$ cat src/core/ref_select_regs.vh
// register offsets, control field positions, reset values and the period limit
// for the reference selector; included by the selector and its monitors
//
// How it works
// - every input clock is watched for activity and frequency while its monitor is enabled.
// - an input whose period error reaches the hard limit is declared invalid.
// - an input whose error reaches only the soft limit is flagged and stays valid.
// - software gives each input a priority number, zero meaning unavailable.
// - outside forcing, the valid input with the best priority becomes the reference.
// - software can force one named input to be the reference.
// - any input that is a multiple of 8 kHz up to 62.5 MHz is accepted via its nominal period.
// - a control bit selects 1544 kHz or 2048 kHz for the multiplied clock output.
// - a fixed 16-bit identity value is read from two byte registers and ignores writes.
// - a revision register reports the silicon revision.
// - unless the write guard holds its key, writes to all other registers are dropped.
// - outside forcing, an invalid input is never selected, and with none valid the no-input flag is set.
// - each validity change sets a latched bit that raises the interrupt when enabled.
`ifndef REF_SELECT_REGS_VH
`define REF_SELECT_REGS_VH

`define ADDR_ID_HIGH    5'h00
`define ADDR_ID_LOW     5'h01
`define ADDR_REVISION   5'h02
`define ADDR_GUARD      5'h03
`define ADDR_CONTROL    5'h04
`define ADDR_PRIO_LOW   5'h05
`define ADDR_PRIO_HIGH  5'h06
`define ADDR_HARD_LIMIT 5'h07
`define ADDR_SOFT_LIMIT 5'h08
`define ADDR_VALID      5'h09
`define ADDR_CHANGED    5'h0A
`define ADDR_IRQ_EN     5'h0B
`define ADDR_SELECTION  5'h0C
`define ADDR_NOMINAL0   5'h0D

`define CTRL_FORCE_EN   0
`define CTRL_FORCE_LSB  1
`define CTRL_RATE_2048  3
`define CTRL_HARD_EN    4
`define CTRL_SOFT_EN    5
`define CTRL_ACT_EN     6

`define GUARD_KEY       8'hA5
`define RESET_GUARD     8'h00
`define RESET_CONTROL   8'h70
`define RESET_PRIO_LOW  8'h21
`define RESET_PRIO_HIGH 8'h43
`define RESET_HARD_LIM  8'h08
`define RESET_SOFT_LIM  8'h04
`define RESET_NOMINAL   16'h3D09

`define PERIOD_MAX      16'hFFFF

`endif

$ cat src/core/clock_input_monitor.v
// one input clock monitor: period measure, activity and limit alarms
// assumes a raw pin input, asynchronous to clk
`timescale 1ns/100ps
`default_nettype none
`include "ref_select_regs.vh"

module clock_input_monitor (
    input  wire        clk,
    input  wire        rst_n,
    input  wire        clkPin,
    input  wire [15:0] nominal,
    input  wire [7:0]  hardLimit,
    input  wire [7:0]  softLimit,
    input  wire        hardEn,
    input  wire        softEn,
    input  wire        actEn,
    output wire        valid,
    output reg         softFlag
);

    function [15:0] absDiff;
        input [15:0] a;
        input [15:0] b;
        begin
            absDiff = (a > b) ? a - b : b - a;
        end
    endfunction

    reg        pinS1;
    reg        pinS2;
    reg        pinLast;
    reg [15:0] count;
    reg        hardAlarm;
    wire       rise;
    wire       noActivity;
    wire [15:0] err;

    assign rise       = pinS2 & ~pinLast;
    assign noActivity = (count == `PERIOD_MAX);
    assign err        = absDiff(count, nominal);

    // inputs above half of clk cannot be measured; they read as off-frequency
    always @(posedge clk or negedge rst_n) begin
        if (!rst_n) begin
            pinS1     <= 1'b0;
            pinS2     <= 1'b0;
            pinLast   <= 1'b0;
            count     <= 16'h0000;
            hardAlarm <= 1'b1;
            softFlag  <= 1'b0;
        end else begin
            pinS1   <= clkPin;
            pinS2   <= pinS1;
            pinLast <= pinS2;
            if (rise) begin
                count     <= 16'h0001;
                hardAlarm <= hardEn & (err >= {8'h00, hardLimit});
                softFlag  <= softEn & (err >= {8'h00, softLimit});
            end else if (!noActivity) begin
                count <= count + 16'h0001;
            end
        end
    end

    // activity verdict only counts while actEn is set; the frequency verdict counts as hardEn stood at the last input rise
    assign valid = ~(actEn & noActivity) & ~hardAlarm;

endmodule // clock_input_monitor

`default_nettype wire

$ cat src/core/reference_select_and_id.v
// reference selector with identity, revision and write guard registers
// assumes an 8-bit asynchronous processor port and four raw clock pins
`timescale 1ns/100ps
`default_nettype none
`include "ref_select_regs.vh"

module reference_select_and_id #(
    parameter [15:0] ID_VALUE  = 16'h5A31,  // arbitrary value
    parameter [7:0]  REV_VALUE = 8'h01      // arbitrary value
) (
    input  wire       clk,
    input  wire       rst_n,
    input  wire       compositeInputOne,
    input  wire       compositeInputTwo,
    input  wire       cmosInputThree,
    input  wire       cmosInputFour,
    input  wire       csN,
    input  wire       rdN,
    input  wire       wrN,
    input  wire [4:0] addr,
    input  wire [7:0] dataIn,
    output reg  [7:0] dataOut,
    output reg        dataOe,
    output reg  [1:0] refSel,
    output reg        refValid,
    output reg        noValidInputFlag,
    output wire       rateSel2048,
    output wire       irq
);

    function [3:0] prioOf;
        input [15:0] prios;
        input [1:0]  idx;
        begin
            prioOf = prios[idx*4 +: 4];
        end
    endfunction

    // port synchronisers
    reg        csS1;
    reg        csS2;
    reg        rdS1;
    reg        rdS2;
    reg        wrS1;
    reg        wrS2;
    reg [4:0]  addrS1;
    reg [4:0]  addrS2;
    reg [7:0]  dataS1;
    reg [7:0]  dataS2;
    reg        wrLast;
    reg        csLast;

    // software registers
    reg [7:0]  guard;
    reg [7:0]  control;
    reg [15:0] prios;
    reg [7:0]  hardLimit;
    reg [7:0]  softLimit;
    reg [3:0]  changed;
    reg [3:0]  irqEn;
    reg [63:0] nominals;

    // monitor state
    wire [3:0] valid;
    wire [3:0] softFlag;
    reg  [3:0] validLast;
    wire [3:0] pins;

    // selection
    reg  [1:0] next_refSel;
    reg        next_refValid;
    reg  [3:0] bestPrio;
    reg  [7:0] next_dataOut;
    integer    i;
    integer    j;

    wire       wrCommit;
    wire       unlocked;
    wire       wrAllowed;
    wire [1:0] forceSel;
    wire [4:0] nomOff;

    assign pins = {cmosInputFour, cmosInputThree,
                   compositeInputTwo, compositeInputOne};

    genvar g;
    generate
        for (g = 0; g < 4; g = g + 1) begin : mon
            clock_input_monitor u_mon (
                .clk       (clk),
                .rst_n     (rst_n),
                .clkPin    (pins[g]),
                .nominal   (nominals[g*16 +: 16]),
                .hardLimit (hardLimit),
                .softLimit (softLimit),
                .hardEn    (control[`CTRL_HARD_EN]),
                .softEn    (control[`CTRL_SOFT_EN]),
                .actEn     (control[`CTRL_ACT_EN]),
                .valid     (valid[g]),
                .softFlag  (softFlag[g])
            );
        end
    endgenerate

    always @(posedge clk or negedge rst_n) begin
        if (!rst_n) begin
            csS1   <= 1'b1;
            csS2   <= 1'b1;
            rdS1   <= 1'b1;
            rdS2   <= 1'b1;
            wrS1   <= 1'b1;
            wrS2   <= 1'b1;
            addrS1 <= 5'h00;
            addrS2 <= 5'h00;
            dataS1 <= 8'h00;
            dataS2 <= 8'h00;
            wrLast <= 1'b1;
            csLast <= 1'b1;
        end else begin
            csS1   <= csN;
            csS2   <= csS1;
            rdS1   <= rdN;
            rdS2   <= rdS1;
            wrS1   <= wrN;
            wrS2   <= wrS1;
            addrS1 <= addr;
            addrS2 <= addrS1;
            dataS1 <= dataIn;
            dataS2 <= dataS1;
            wrLast <= wrS2;
            csLast <= csS2;
        end
    end

    // a write lands on the rising edge of the write strobe, so
    // address and data must stay steady until the rise of the strobe is sampled
    assign wrCommit  = wrS2 & ~wrLast & ~csLast;
    assign unlocked  = (guard == `GUARD_KEY);
    assign wrAllowed = wrCommit & unlocked;
    assign forceSel  = control[`CTRL_FORCE_LSB +: 2];
    assign nomOff    = addrS2 - `ADDR_NOMINAL0;

    always @(posedge clk or negedge rst_n) begin
        if (!rst_n) begin
            guard <= `RESET_GUARD;
        end else if (wrCommit && addrS2 == `ADDR_GUARD) begin
            guard <= dataS2;
        end
    end

    always @(posedge clk or negedge rst_n) begin
        if (!rst_n) begin
            control   <= `RESET_CONTROL;
            prios     <= {`RESET_PRIO_HIGH, `RESET_PRIO_LOW};
            hardLimit <= `RESET_HARD_LIM;
            softLimit <= `RESET_SOFT_LIM;
            irqEn     <= 4'h0;
            nominals  <= {4{`RESET_NOMINAL}};
        end else if (wrAllowed) begin
            case (addrS2)
                `ADDR_CONTROL: begin
                    control <= dataS2;
                end
                `ADDR_PRIO_LOW: begin
                    prios[7:0] <= dataS2;
                end
                `ADDR_PRIO_HIGH: begin
                    prios[15:8] <= dataS2;
                end
                `ADDR_HARD_LIMIT: begin
                    hardLimit <= dataS2;
                end
                `ADDR_SOFT_LIMIT: begin
                    softLimit <= dataS2;
                end
                `ADDR_IRQ_EN: begin
                    irqEn <= dataS2[3:0];
                end
                default: begin
                    if (nomOff < 5'h08) begin
                        nominals[nomOff*8 +: 8] <= dataS2;
                    end
                end
            endcase
        end
    end

    // latched validity change, write one to clear; a new change wins
    always @(posedge clk or negedge rst_n) begin
        if (!rst_n) begin
            validLast <= 4'h0;
            changed   <= 4'h0;
        end else begin
            validLast <= valid;
            for (j = 0; j < 4; j = j + 1) begin
                if (valid[j] != validLast[j]) begin
                    changed[j] <= 1'b1;
                end else if (wrAllowed && addrS2 == `ADDR_CHANGED && dataS2[j]) begin
                    changed[j] <= 1'b0;
                end
            end
        end
    end

    assign irq = |(changed & irqEn);
    assign rateSel2048 = control[`CTRL_RATE_2048];

    // evaluated every cycle, so outside forcing a failed reference is replaced next cycle
    always @* begin
        next_refSel   = 2'b00;
        next_refValid = 1'b0;
        bestPrio      = 4'hF;
        if (control[`CTRL_FORCE_EN]) begin
            next_refSel   = forceSel;
            next_refValid = valid[forceSel];
        end else begin
            for (i = 3; i >= 0; i = i - 1) begin
                if (valid[i] && prioOf(prios, i[1:0]) != 4'h0 &&
                    prioOf(prios, i[1:0]) <= bestPrio) begin
                    bestPrio      = prioOf(prios, i[1:0]);
                    next_refSel   = i[1:0];
                    next_refValid = 1'b1;
                end
            end
        end
    end

    always @(posedge clk or negedge rst_n) begin
        if (!rst_n) begin
            refSel           <= 2'b00;
            refValid         <= 1'b0;
            noValidInputFlag <= 1'b1;
        end else begin
            refSel           <= next_refSel;
            refValid         <= next_refValid;
            noValidInputFlag <= ~next_refValid;
        end
    end

    always @* begin
        next_dataOut = 8'h00;
        case (addrS2)
            `ADDR_ID_HIGH: begin
                next_dataOut = ID_VALUE[15:8];
            end
            `ADDR_ID_LOW: begin
                next_dataOut = ID_VALUE[7:0];
            end
            `ADDR_REVISION: begin
                next_dataOut = REV_VALUE;
            end
            `ADDR_GUARD: begin
                next_dataOut = guard;
            end
            `ADDR_CONTROL: begin
                next_dataOut = control;
            end
            `ADDR_PRIO_LOW: begin
                next_dataOut = prios[7:0];
            end
            `ADDR_PRIO_HIGH: begin
                next_dataOut = prios[15:8];
            end
            `ADDR_HARD_LIMIT: begin
                next_dataOut = hardLimit;
            end
            `ADDR_SOFT_LIMIT: begin
                next_dataOut = softLimit;
            end
            `ADDR_VALID: begin
                next_dataOut = {softFlag, valid};
            end
            `ADDR_CHANGED: begin
                next_dataOut = {4'h0, changed};
            end
            `ADDR_IRQ_EN: begin
                next_dataOut = {4'h0, irqEn};
            end
            `ADDR_SELECTION: begin
                next_dataOut = {4'h0, noValidInputFlag, refValid, refSel};
            end
            default: begin
                if (nomOff < 5'h08) begin
                    next_dataOut = nominals[nomOff*8 +: 8];
                end
            end
        endcase
    end

    always @(posedge clk or negedge rst_n) begin
        if (!rst_n) begin
            dataOut <= 8'h00;
            dataOe  <= 1'b0;
        end else begin
            dataOut <= next_dataOut;
            dataOe  <= ~csS2 & ~rdS2;
        end
    end

endmodule // reference_select_and_id

`default_nettype wire
$ cat config.mk
export PLATFORM = sky130hd
export DESIGN_NAME = reference_select_and_id
export DESIGN_NICKNAME = d
export VERILOG_FILES = /design/src/core/clock_input_monitor.v /design/src/core/reference_select_and_id.v
export VERILOG_INCLUDE_DIRS = /design/src /design/src/core
export SDC_FILE = /design/constraint.sdc
export NUM_CORES = 1
export LEC_CHECK = 0
export BUFFER_PORTS_ARGS = -buffer_cell sky130_fd_sc_hd__buf_2
export CORE_MARGIN = 4
export CORE_UTILIZATION = 46
export CTS_CLUSTER_SIZE = 10
export DETAILED_ROUTE_END_ITERATION = 8
export SLEW_MARGIN = 20
export SYNTH_ARGS = -nofsm -noshare
export SYNTH_HDL_FRONTEND = slang
export SYNTH_HIERARCHICAL = 1
export SYNTH_SLANG_ARGS = --single-unit
export TNS_END_PERCENT = 100
$ cat constraint.sdc
create_clock -name clk -period 10.5 [get_ports clk]
set_input_delay 2.625 -clock clk [delete_from_list [all_inputs] [get_ports clk]]
set_output_delay 2.625 -clock clk [all_outputs]
set_load 0.02 [all_outputs]
After elaboration in Yosys (flattened, before gate mapping)
Index checks and enable logic that the tools add are counted.
{"block": "totals", "word_cells": 230, "ff_bits": 255, "out_inout_bits": 15, "in_bits": 22}
{"block": "classes", "bitwise_logic": 43, "muxes": 41, "eq_ne": 25, "n_lt_le_gt_ge": 18, "n_reduce_logical": 32, "n_shift": 3, "addsub": 14}
{"operator": "16-bit two-way mux", "n": 12}
{"operator": "16-bit by 8-bit >= comparator with 1-bit output", "n": 8}
{"operator": "16-bit subtractor", "n": 8}
{"operator": "8-bit one-hot mux with 13 select lines", "n": 1}
{"operator": "16-bit by 1-bit adder with 16-bit output, second input constant", "n": 4}
{"operator": "64-bit bitwise mux", "n": 1}
{"operator": "16-bit == test, second input constant", "n": 4}
{"operator": "16-bit greater-than comparator", "n": 4}
{"operator": "8-bit by 34-bit variable shift with 64-bit output, first input constant", "n": 1}
{"operator": "64-bit by 9-bit indexed part select with 8-bit output", "n": 1}
{"operator": "8-bit by 34-bit indexed part select with 64-bit output", "n": 1}
{"operator": "8-bit negation with 34-bit output", "n": 1}
{"operator": "5-bit by 4-bit == test with 1-bit output, second input constant", "n": 5}
{"operator": "1-bit AND", "n": 24}
{"operator": "4-bit two-way mux", "n": 6}
{"operator": "5-bit by 3-bit == test with 1-bit output, second input constant", "n": 4}
{"operator": "1-bit inverter", "n": 18}
{"operator": "4-bit nonzero test", "n": 4}
{"operator": "1-bit logical AND", "n": 14}
{"operator": "1-bit two-way mux", "n": 14}
{"operator": "4-bit less-or-equal comparator", "n": 3}
{"operator": "2-bit AND reduction", "n": 6}
{"operator": "5-bit by 2-bit == test with 1-bit output, second input constant", "n": 2}
{"operator": "2-bit two-way mux", "n": 5}
{"operator": "16 further kinds", "n": 25}

Logic depth before layout (Yosys ltp)
Gate-level depths: netlist of run 1.
{"block": "logic_depth", "word_depth": 21, "depth_mapped": 24, "mapped_depth_nobuf": 24}

Modules after synthesis
Netlist of run 1, hierarchy kept.
{"mod": "reference_select_and_id", "cells_each": 675, "seq_area_each_um2": 4337.9, "area_per_inst_um2": 8189.1, "n_inst": 1}
{"mod": "clock_input_monitor at mon[0].u_mon ...", "cells_each": 393, "seq_area_each_um2": 526.8, "area_per_inst_um2": 3071.7, "n_inst": 2}
{"mod": "clock_input_monitor at mon[1].u_mon", "cells_each": 389, "seq_area_each_um2": 526.8, "area_per_inst_um2": 3065.4, "n_inst": 1}
{"mod": "clock_input_monitor at mon[2].u_mon", "cells_each": 392, "seq_area_each_um2": 526.8, "area_per_inst_um2": 3032.9, "n_inst": 1}

Least setup slack after synthesis of run 1
Ideal clock, no wire load.
{"block": "synth_path", "path_type": "flip-flop to flip-flop", "startpoint": "register mon[3].u_mon.count[7]", "endpoint": "register refSel[1]", "setup_ns": 0.133, "n_path_buf": 0, "required_time_ns": 10.367, "path_stages_with_launch": 23, "synth_period_minus_slack_ns": 4.920, "setup_slack_ns": 5.580, "t_arrival_ns": 4.787, "path_cell_list": "dfrtp_1 > and4_1 > nand3_1 > nor4_2 > a21oi_1 > o21ai_1 > nor2_1 > ha_1 > nor2b_1 > o2111ai_1 > nand2_1 > o21ai_0 > ha_1 > nor2b_1 > o211ai_1 > nand2b_1 > a21boi_0 > a22oi_1 > ha_1 > a21oi_1 > o21ai_0 > o211ai_1 > o21ai_0"}
{"block": "synth_between", "elab_chain_len": 20, "word_cells_on_any_way": 23, "cone_classes": "3 x order compare; 1 x eq/ne; 11 x mux; 3 x bitwise; 5 x reduce/logical"}
{"element": "from (decl)", "line": "clock_input_monitor.v:32", "source": "reg [15:0] count;"}
{"element": "from (signal assigned)", "line": "clock_input_monitor.v:60", "source": "count <= count + 16'h0001;"}
{"element": "16-bit == test (no line) *"}
{"element": "1-bit AND *", "line": "clock_input_monitor.v:66", "source": "assign valid = ~(actEn & noActivity) & ~hardAlarm;"}
{"element": "1-bit inverter *", "line": "clock_input_monitor.v:66"}
{"element": "1-bit AND *", "line": "clock_input_monitor.v:66"}
{"element": "named net valid[3]", "line": "reference_select_and_id.v:64", "source": "wire [3:0] valid;"}
{"element": "1-bit logical AND * (2 in series)", "line": "reference_select_and_id.v:218", "source": "if (valid[i] && prioOf(prios, i[1:0]) != 4'h0 &&"}
{"element": "4-bit two-way mux", "line": "reference_select_and_id.v:218"}
{"element": "4-bit two-way mux", "line": "reference_select_and_id.v:213", "source": "if (control[`CTRL_FORCE_EN]) begin"}
{"element": "[... 5 more ...]"}
{"element": "1-bit logical AND", "line": "reference_select_and_id.v:218"}
{"element": "4-bit two-way mux", "line": "reference_select_and_id.v:218"}
{"element": "4-bit two-way mux", "line": "reference_select_and_id.v:213"}
{"element": "4-bit less-or-equal comparator", "line": "reference_select_and_id.v:219", "source": "prioOf(prios, i[1:0]) <= bestPrio) begin"}
{"element": "1-bit logical AND", "line": "reference_select_and_id.v:218"}
{"element": "2-bit two-way mux *", "line": "reference_select_and_id.v:218"}
{"element": "2-bit two-way mux *", "line": "reference_select_and_id.v:213"}
{"element": "named net next_refSel[1]", "line": "reference_select_and_id.v:70", "source": "reg [1:0] next_refSel;"}
{"element": "to (signal assigned)", "line": "reference_select_and_id.v:234", "source": "refSel <= next_refSel;"}
{"element": "to (decl)", "line": "reference_select_and_id.v:24", "source": "output reg [1:0] refSel,"}
The timed path passes the listed nets; every way through them passes the cells marked *. The select of a mux whose other input is x is not followed.
A chain may end at the register's enable or synchronous reset.

Final worst setup path of run 1
Ends and elaborated chain as after synthesis.

==> results.md, run 1 <==
* Slew Limit Headroom at 38.3%
* CTS Hold Bufs at 0
* Number of remaining DRC errors at 0
* Min cycle time layout at 5.92 ns
* Worst-Margin Slew at 0.925 ns
* Critical setup path kind: reg -> reg
* Top Registers: mon.u_mon/count x64, nominals x64, prios x16
* Initial antenna violation count at 1
* CTS buffer count at 30
* Worst Setup SP: mon[3].u_mon/count[7]$_DFFE_PN0P_
* Required @ worst endpoint at 10.95 ns
* Clk slew on worst S/H paths at 0.06 ns
* CP Max Fanout at 7
* H-tree lvl count at 1
* Die width at 219 um
* Power per cell area at 196 nW/um2
* Sequential area share after synthesis at 31.5%
* Worst reg2reg path endpoint: refSel[1]$_DFF_PN0_
* Hold Path Origin: dataS1[2]$_DFF_PN0_
* WHS Path Cells at 0
* Maximum VDD drop at 0.137 mV
* Power, Total at 4290 uW
* Final ANT Viol Nets at 0
* CTS root buffer: clkbuf_16
* Vias in the first global route at 16435
* Fin. max-slew vios at 0
* Syn Area/Cell at 9.11 um2
* Worst Skew at 0.0105 ns
* Status: complete, no violations
* Fmax at 169 MHz
* First-pass GRT wire length at 92400 um
* DP Wirelength at 44700 um
* P_leak at 0.00976 uW
* Die Height at 219 um
* Fin Hold WS at 0.346 ns
* Clk_lat worst skew at 0.58 ns
* Fin. Hold Viols at 0
* CTS tree: built
* Endpoints failing setup at 0
* Tot GR Track Use at 24.2%
* RSZ-0062 raised after global routing: false
* Final core utilization at 50.4%
* Starting Density at 47.0%
* GP Congestion at 0.991
* Critical path arrival at 6.37 ns
* First DRT Iteration DRCs at 1360
* Ratio of cells with drive above 1 in the final layout at 13.8%
* Global route total overflow at 0
* Reg-to-Reg Start: mon[3].u_mon/count[7]$_DFFE_PN0P_
* Synth Cell Area at 20400 um2
* Number of nets in the layout at 2475
* Netlist cell types at 109
* Post-synth EDFFs at 0
* Yosys warning count at 6
* CTS sink cnt at 255
* Pin count of the biggest net entering global routing at 139
* Final worst path period share at 56.4%
* WL/cell at 20.5 um
* Max clock buf depth at 3
* Worst Hold Class: reg -> reg
* Synthesized net count at 2482
* R2r setup slk at 4.58 ns
* I/O pins at 37
* TritonRoute pass-1 iters at 6
* CP startpoint kind: flop
* Via count at 16835
* Min-Delay Endpoint: dataS2[2]$_DFF_PN0_
* Area Growth Syn to Fin at 7.25%
* CORE AREA at 43500 um2
* IO buf count at 36
* Register bit total from synthesis at 255
* Cells on worst reg2reg path at 22
* Setup_tns at 0 ns
* Non-Filler Instances at 2845
* Cell row count at 76
* Post-synthesis async set-or-reset flop share at 100%
* CTS-repair resized insts at 0
* Cells after synthesis at 2242
* DIE AREA at 47900 um2
* Post-CTS setup buffer count at 0
* CP endpoint kind: flop
* Via density at 5.92
* Max-cap check violation count at 0
* Post-Route WL at 58300 um
* Dominant synthesized flop cell: dfrtp_1
* Inst Count DP at 2788
==> worst max path at each step <==
| stage | end | slack [ns] | depth (start not counted) |
|---|---|---|---|
| after floorplan | refSel[1]$_DFF_PN0_ | 5.58 | 22 |
| after global placement | refSel[1]$_DFF_PN0_ | 5.03 | 22 |
| after detailed placement | refSel[1]$_DFF_PN0_ | 4.74 | 22 |
| after CTS | refSel[1]$_DFF_PN0_ | 4.71 | 22 |
| after global routing | refSel[1]$_DFF_PN0_ | 4.19 | 21 |
| final | refSel[1]$_DFF_PN0_ | 4.58 | 22 |
==> final cells by class <==
type                       count  area [um2]
fill                        4111       21500
multi-input combinational   1657       12600
sequential                   255        6440
inverter                     241         905
clock buffer                  52         833
tap                          585         732
timing repair buffer          50         308
clock inverter                 4        95.1
antenna                        1        2.50
==> cell usage in the layout, fill, tap and decap left out, drive strengths merged, types with 10 or more instances in the layout <==
cell type / count
a211oi: 28
a21o: 44
a21oi: 147
a22oi: 13
a31oi: 18
and2: 24
and3: 24
buf: 50
clkbuf: 52
dfrtp: 204
dfstp: 51
ha: 210
inv: 241
mux2: 93
mux2i: 43
mux4: 17
nand2: 175
nand2b: 34
nand3: 59
nand4: 30
nor2: 136
nor2b: 32
nor3: 39
nor4: 25
o2111ai: 11
o211ai: 16
o21a: 15
o21ai: 131
o21bai: 10
or3: 14
xnor2: 85
xor2: 25
==> Yosys cell counts (all sizes together), types with 11 or more instances <==
cell	number	area, um2
mux4	17	383
and3	24	153
xor2	25	219
dfstp	51	1340
nand3	59	333
o21ai	131	674
a21oi	147	747
o211ai	16	120
ha	210	2630
buf	50	359
nor3	39	210
and2	24	158
nor2b	32	200
a31oi	18	113
a21o	44	333
inv	241	905
or3	14	87.6
nand4	30	215
nor4	25	203
mux2i	43	430
nand2	175	684
xnor2	85	744
dfrtp	204	5100
a22oi	13	97.6
o2111ai	11	96.3
nand2b	34	213
clkbuf	39	146
nor2	136	513
a211oi	28	225
o21a	15	113
mux2	93	1050
==> per-layer routing <==
metal | GRT usage [%] | routed length [um]
met5 | 0 | 0
met4 | 8.93 | 2340
met3 | 3.35 | 3850
met2 | 37.1 | 25300
met1 | 34.9 | 26800
==> power breakdown <==
part | leakage, uW | switching [uW] | internal, uW
sequential | 0.00322 | 61.5 | 1020
clock | 0.000439 | 411 | 585
combinational | 0.00610 | 1230 | 979
total | 0.00976 | 1700 | 2590
==> per-stage QoR <==
step	setup WS (ns)	instance area (um2)
floorplan	5.58	20400
global placement	5.03	21000
detailed placement	4.74	21000
CTS	4.71	21900
global route	4.19	21900
finish	4.58	21900
==> cell families (layout without fill, tap and decap cells) <==
logic type                 after synthesis  count (layout)  synth area share (%)
and+or+nand+nor                        640             640                  16.7
AOI/OAI and AO/OA                      536             536                  17.4
buffers and inverters                  330             347                  6.90
DFF                                    255             255                  31.5
adders and majority gates              218             218                  13.6
muxes                                  153             153                  9.11
xor gates and xnor gates               110             110                  4.72
other                                    0               1                     0
==> worst max-delay path, cell delays in order, from the launching register on <==
cell and delay, ns:
dfrtp_1 0.43, and4_1 0.26, nand3_1 0.19, nor4_2 0.11, a21oi_1 0.66, o21ai_1 0.37
or2_2 0.40, ha_1 0.28, nand4_1 0.16, a21oi_1 0.30, nand2_1 0.21, o21ai_0 0.30
ha_1 0.30, nor2b_1 0.15, o211ai_1 0.17, nand2b_1 0.07, a21boi_0 0.25, a22oi_1 0.14
ha_1 0.32, a21oi_1 0.14, o21ai_0 0.13, o211ai_1 0.31, o21ai_0 0.14
Power figures use the tool's default switching activity.
==> run 2: changes to the inputs <==
==> constraint.sdc (replaced) <==
create_clock -name clk -period 5.5 [get_ports clk]
set_input_delay 1.375 -clock clk [delete_from_list [all_inputs] [get_ports clk]]
set_output_delay 1.375 -clock clk [all_outputs]
set_load 0.02 [all_outputs]
==> run 2 against run 1 <==
Cell count grew 0.11%. Design area is 0.19% higher. Register-to-register slack lost 4.3 ns. Clock skew increased by 0.0081 ns. First-iteration DRC count decreased by 5.0%. Worst setup slack got worse by 4.3 ns. Maximum frequency increased by 14%. Global-route usage grew 0.49 points. Die area did not move. Via count is essentially flat.
==> results.md, run 2 (same netlist as run 1, synthesis figures left out) <==
* Min-Delay Endpoint: dataS2[1]$_DFF_PN0_
* Hold Path Origin: dataS1[1]$_DFF_PN0_
* Fin. Hold Viols at 0 (unchanged)
* Final ANT Viol Nets at 0 (unchanged)
* TritonRoute pass-1 iters at 7 (+1)
* Design Area, Final at 22000 um2 (+0.19%)
* Fin. max-slew vios at 0 (unchanged)
* Critical path arrival at 5.61 ns (-0.76 ns)
* First DRT Iteration DRCs at 1292 (-5.0%)
* Status: complete, no violations
* WL/cell at 20.8 um (+1.6%)
* CTS tree: built
* Clk_lat worst skew at 0.58 ns (about the same)
* DP Wirelength at 45700 um (+2.2%)
* CORE AREA at 43500 um2 (unchanged)
* Min cycle time layout at 5.18 ns (-0.739 ns)
* Number of remaining DRC errors at 0 (unchanged)
* Worst-Margin Slew at 0.959 ns (+0.0342 ns)
* Area of the multi-input gates at 12600 um2 (+0.16%)
* Slew Limit Headroom at 35.9% (-2.4 points)
* Max-cap check violation count at 0 (unchanged)
* Power per cell area at 372 nW/um2 (+90%)
* Die width at 219 um (unchanged)
* Initial antenna violation count at 1 (unchanged)
* CP startpoint kind: flop
* CTS sink cnt at 255 (unchanged)
* Pin count of the biggest net entering global routing at 119 (-14%)
* Vias in the first global route at 16532 (+0.59%)
* Cells on worst reg2reg path at 24 (+9.1%)
* Fillers at 4184 (+1.8%)
* Worst Hold Class: reg -> reg
* Cell row count at 76 (unchanged)
* Via density at 5.91 (-0.20%)
* Ratio of cells with drive above 1 in the final layout at 14.2% (+0.46 points)
* GP Congestion at 0.964 (-2.8%)
* CTS buffer count at 30 (unchanged)
* Most frequent cells in the layout: inv_1, ha_1, dfrtp_1
* WHS Path Cells at 0 (unchanged)
* I/O pins at 37 (unchanged)
* IO buf count at 36 (unchanged)
* CTS Hold Bufs at 0 (unchanged)
* Worst reg2reg path endpoint: refSel[1]$_DFF_PN0_
* Reg-to-Reg Start: mon[3].u_mon/count[1]$_DFFE_PN0P_
* CP Max Fanout at 5 (-2)
* R2r setup slk at 0.32 ns (-4.26 ns)
* Sequential cell area at 6440 um2 (unchanged)
* Final worst path period share at 94.2% (+38 points)
* Maximum VDD drop at 0.325 mV (+140%)
* Tot GR Track Use at 24.7% (+0.49 points)
* Worst setup margin at 0.321 ns (-4.26 ns)
* Most common cell after layout, fill and taps aside: inv_1
* Worst Skew at 0.0185 ns (+0.00808 ns)
* P_leak at 0.00980 uW (+0.40%)
* Critical setup path kind: reg -> reg
* Number of nets in the layout at 2482 (+0.28%)
* First-pass GRT wire length at 94300 um (+2.1%)
* Top Registers: mon.u_mon/count x64, nominals x64, prios x16
* Placed inst area at 21000 um2 (+0.22%)
* Via count at 16819 (-0.095%)
* H-tree lvl count at 1 (unchanged)
* Pre-CTS setup slack at 0.0252 ns (-4.72 ns)
* Diodes inserted at 0 (-1)
* Fmax at 193 MHz (+14%)
* Required @ worst endpoint at 5.93 ns (-5.02 ns)
* Clk slew on worst S/H paths at 0.06 ns (about the same)
* Area Growth Syn to Fin at 7.46%
* Global route total overflow at 0 (unchanged)
* Die Height at 219 um (unchanged)
* Max clock buf depth at 3 (unchanged)
* Post-Route WL at 59300 um (+1.7%)
* CTS root buffer: clkbuf_16
* DIE AREA at 47900 um2 (unchanged)
* Starting Density at 47.0% (unchanged)
* Endpoints failing setup at 0 (unchanged)
* CP endpoint kind: flop
## run 2: cell types whose count changed in the layout (fill, tap and decap cells not counted), moves of 2 or more
cell,delta
clkbuf_1,-3
a21oi_1,-2
a21oi_2,+2
o21ai_0,-2
buf_4,+7
## run 2: metal layers
metal  share of wire [%]  global-route usage [%]  vias to the layer above  wire length (um)
met5                   0                       0                        -                 0
met1                  47                    36.5                     8237             27700
li1                    -                       -                     7948                 -
met4                 3.5                    7.92                        0              2060
met2                  44                    37.7                      521             25900
met3                 6.2                    3.06                      113              3670
## run 2: cell type report
class                      instances  share of cell area, %
clock buffer                      50                   3.81
clock inverter                     3                  0.296
inverter                         241                   4.12
multi-input combinational       1657                   57.4
sequential                       255                   29.4
tap                              585                   3.33
timing repair buffer              57                   1.64
## run 2: power breakdown
part / switching [uW] / internal (uW)
clock network: 776 / 1070
registers: 122 / 1950
logic: 2380 / 1870
total: 3270 / 4900
## run 2: how the worst max path moves through the flow
stage / from / end / slack (ns) / cells past startpoint
2_1_floorplan: mon[3].u_mon/count[7]$_DFFE_PN0P_ / refSel[1]$_DFF_PN0_ / 0.58 / 22
3_3_place_gp: mon[3].u_mon/count[1]$_DFFE_PN0P_ / refSel[1]$_DFF_PN0_ / 0.22 / 22
3_5_place_dp: mon[3].u_mon/count[1]$_DFFE_PN0P_ / refSel[1]$_DFF_PN0_ / 0.03 / 22
4_1_cts: mon[3].u_mon/count[9]$_DFFE_PN0P_ / refSel[1]$_DFF_PN0_ / 0.07 / 22
5_1_grt: mon[3].u_mon/count[1]$_DFFE_PN0P_ / refValid$_DFF_PN0_ / -0.004 / 23
6_report: mon[3].u_mon/count[1]$_DFFE_PN0P_ / refSel[1]$_DFF_PN0_ / 0.32 / 24
## run 2: worst max-delay path: stages (launching register included)
cell,delay (ns)
dfrtp_1,0.43
ha_1,0.26
nand3_2,0.16
nor4_4,0.39
a21oi_2,0.19
buf_4,0.18
nand3b_1,0.11
inv_1,0.06
ha_1,0.34
nand4_1,0.18
a21oi_2,0.10
buf_4,0.16
a211o_1,0.28
o21ai_1,0.13
ha_1,0.29
nor2b_1,0.15
o211ai_1,0.16
nand2b_1,0.07
a21boi_0,0.25
a22oi_1,0.14
ha_1,0.33
a21oi_1,0.17
o21ai_0,0.13
o211ai_1,0.26
o21ai_0,0.13
## run 2: per-stage QoR
stage | setup TNS (ns) | hold WS, ns | util [%] | power, uW | instances
6_report | 0 | 0.347 | 50.5 | 8180 | 2848
5_1_grt | -0.00423 | 0.355 | 50.5 | 8860 | 2848
4_1_cts | 0 | 0.348 | 50.4 | 8210 | 2847
3_5_place_dp | 0 | 0.336 | 48.3 | 6300 | 2794
3_3_place_gp | 0 | 0.331 | 48.3 | 6220 | 2794
2_1_floorplan | 0 | 0.331 | - | 5410 | 2242
## run 2: what timing repair did
action                                  in CTS  in global routing
endpoints found under the setup margin       1                  4
gates resized for setup                      1                  8
pin swaps                                    0                  2
buffers inserted                             0                  1
==> run 3: changes to the inputs <==
--- a/config.mk
+++ b/config.mk
@@ -7,10 +7,11 @@
 export NUM_CORES = 1
 export LEC_CHECK = 0
 export BUFFER_PORTS_ARGS = -buffer_cell sky130_fd_sc_hd__buf_2
-export CORE_MARGIN = 4
+export CORE_MARGIN = 1.5
 export CORE_UTILIZATION = 46
 export CTS_CLUSTER_SIZE = 10
 export DETAILED_ROUTE_END_ITERATION = 8
+export SKIP_CTS_REPAIR_TIMING = 1
 export SLEW_MARGIN = 20
 export SYNTH_ARGS = -nofsm -noshare
 export SYNTH_HDL_FRONTEND = slang
==> run 3 against run 2 <==
Clock skew rose by 0.0055 ns. Clock power rose by 4%. Sequential cell count is the same. Total power is 1.6% higher. Register-to-register slack better by 0.07 ns. Core utilization decreased by 0.47 points. Cell count grew 0.46%. Combinational power increased by 1%. Non-clock buffer count rose by 1. Critical path type unchanged. Critical endpoint is now refValid$_DFF_PN0_.
==> results.md, run 3 (same netlist as run 1, synthesis figures left out) <==
* Status: complete, no violations
* I/O pins at 37 (unchanged)
* Required @ worst endpoint at 5.96 ns (+0.03 ns)
* Worst reg2reg path endpoint: refValid$_DFF_PN0_
* Power per cell area at 377 nW/um2 (+1.2%)
* First-pass GRT wire length at 94200 um (about the same)
* Endpoints failing setup at 0 (unchanged)
* Worst setup margin at 0.394 ns (+0.0733 ns)
* H-tree lvl count at 1 (unchanged)
* Vias in the first global route at 16104 (-2.6%)
* Max-cap check violation count at 0 (unchanged)
* Worst Skew at 0.0240 ns (+0.00549 ns)
* P_leak at 0.00983 uW (+0.38%)
* Number of nets in the layout at 2484 (+0.081%)
* Maximum VDD drop at 0.249 mV (-23%)
* Number of remaining DRC errors at 0 (unchanged)
* Die width at 214 um (-2.3%)
* CORE AREA at 44000 um2 (+1.3%)
* Post-Route WL at 60200 um (+1.4%)
* Worst Setup SP: mon[3].u_mon/count[7]$_DFFE_PN0P_
* Final ANT Viol Nets at 0 (unchanged)
* Starting Density at 46.4% (-0.61 points)
* TritonRoute pass-1 iters at 5 (-2)
* WL/cell at 21.0 um (+0.96%)
* Final worst path period share at 92.8% (-1.3 points)
* R2r setup slk at 0.39 ns (+0.07 ns)
* Ratio of cells with drive above 1 in the final layout at 14.4% (+0.14 points)
* Clk_lat worst skew at 0.59 ns (about the same)
* Critical setup path kind: reg -> reg
* Min cycle time layout at 5.11 ns (-0.0733 ns)
* CTS buffer count at 31 (+3.3%)
* CTS tree: built
* Worst-Margin Slew at 0.960 ns (+0.000673 ns)
* CTS sink cnt at 255 (unchanged)
* Fmax at 196 MHz (+1.4%)
* Most frequent cells in the layout: inv_1, ha_1, dfrtp_1
* Area Growth Syn to Fin at 7.85%
* GP Congestion at 0.929 (-3.6%)
* Fin. max-slew vios at 0 (unchanged)
* Area of the multi-input gates at 12600 um2 (about the same)
* Via count at 16822 (+0.018%)
* DIE AREA at 45700 um2 (-4.5%)
* CP endpoint kind: flop
* Max clock buf depth at 3 (unchanged)
* Slew Limit Headroom at 35.9% (-0.045 points)
* Critical path arrival at 5.56 ns (-0.05 ns)
* IO buf count at 36 (unchanged)
* Setup_tns at 0 ns (unchanged)
* Cell row count at 77 (+1.3%)
* Most common cell after layout, fill and taps aside: inv_1
* CP Max Fanout at 4 (-1)
* Tot GR Track Use at 26.6% (+1.9 points)
* Cells on worst reg2reg path at 22 (-8.3%)
* Global route total overflow at 0 (unchanged)
* CP startpoint kind: flop
* First DRT Iteration DRCs at 1242 (-3.9%)
* Pre-CTS setup slack at 0.149 ns (+0.124 ns)
* Top Registers: mon.u_mon/count x64, nominals x64, prios x16
* Pin count of the biggest net entering global routing at 107 (-10%)
* Worst Setup EP: refValid$_DFF_PN0_
* Initial antenna violation count at 1 (unchanged)
* Reg-to-Reg Start: mon[3].u_mon/count[7]$_DFFE_PN0P_
* Sequential cell area at 6440 um2 (unchanged)
* CTS root buffer: clkbuf_16
* Fillers at 4202 (+0.43%)
* RSZ-0062 raised after global routing: false
* Via density at 5.88 (-0.44%)
* Fin. Hold Viols at 0 (unchanged)
* Die Height at 214 um (-2.3%)
* DP Wirelength at 46300 um (+1.3%)
* Worst Hold Class: reg -> reg
* Clk slew on worst S/H paths at 0.06 ns (about the same)
run 3: how the worst min path moves through the flow:
stage / startpoint / endpoint / slack, ns / cells past startpoint
6_report: mon[1].u_mon/pinS1$_DFF_PN0_ / mon[1].u_mon/pinS2$_DFF_PN0_ / 0.35 / 0
5_1_grt: dataS1[2]$_DFF_PN0_ / dataS2[2]$_DFF_PN0_ / 0.35 / 0
4_1_cts: dataS1[7]$_DFF_PN0_ / dataS2[7]$_DFF_PN0_ / 0.35 / 0
3_5_place_dp: dataS1[7]$_DFF_PN0_ / dataS2[7]$_DFF_PN0_ / 0.34 / 0
3_3_place_gp: dataS1[7]$_DFF_PN0_ / dataS2[7]$_DFF_PN0_ / 0.33 / 0
2_1_floorplan: addrS1[0]$_DFF_PN0_ / addrS2[0]$_DFF_PN0_ / 0.33 / 0
run 3: where the power goes:
part,switching (uW),leakage (uW),internal (uW)
clock,794,0.000458,1140
combinational,2420,0.00616,1880
sequential,122,0.00322,1950
run 3: per-layer routing:
layer  track usage (%)  routed length, um
met5                 0                  0
met4              9.49               2010
met3              3.84               3650
met2              40.8              26600
met1              38.2              27900
run 3: cell type report:
cell class / count / area share [%]
repair buffers: 58 / 1.73
diodes: 1 / 0.0114
clock inverters: 4 / 0.290
flip-flops and latches: 255 / 29.2
multi-input cells: 1657 / 57.2
clock buffers: 53 / 4.03
well taps: 592 / 3.36
inverters: 241 / 4.11
run 3: per-stage QoR:
| stage | hold slack [ns] | instance area, um2 | utilization (%) | power, uW | std cells |
|---|---|---|---|---|---|
| 6_report | 0.348 | 22000 | 50.0 | 8310 | 2861 |
| 4_1_cts | 0.351 | 22000 | 50.0 | 8360 | 2860 |
| 2_1_floorplan | 0.331 | 20400 | - | 5410 | 2242 |
| 3_5_place_dp | 0.336 | 21000 | 47.8 | 6360 | 2803 |
| 3_3_place_gp | 0.333 | 21000 | 47.8 | 6280 | 2803 |
| 5_1_grt | 0.355 | 22000 | 50.0 | 8990 | 2860 |
run 3: critical path: stages, from the launching register on:
cell,delay [ns]
dfrtp_1,0.41
and4_1,0.25
nand3_1,0.20
nor4_4,0.07
a21oi_2,0.32
o21ai_1,0.18
or2_2,0.33
ha_1,0.28
nand4_1,0.15
o2111ai_1,0.23
a211o_1,0.31
o21ai_1,0.13
ha_1,0.28
nor2b_1,0.15
o211ai_1,0.23
nand2b_1,0.11
a21boi_1,0.21
a22oi_1,0.12
ha_1,0.32
nand2_1,0.05
o21ai_0,0.26
o211ai_1,0.16
o22a_1,0.21
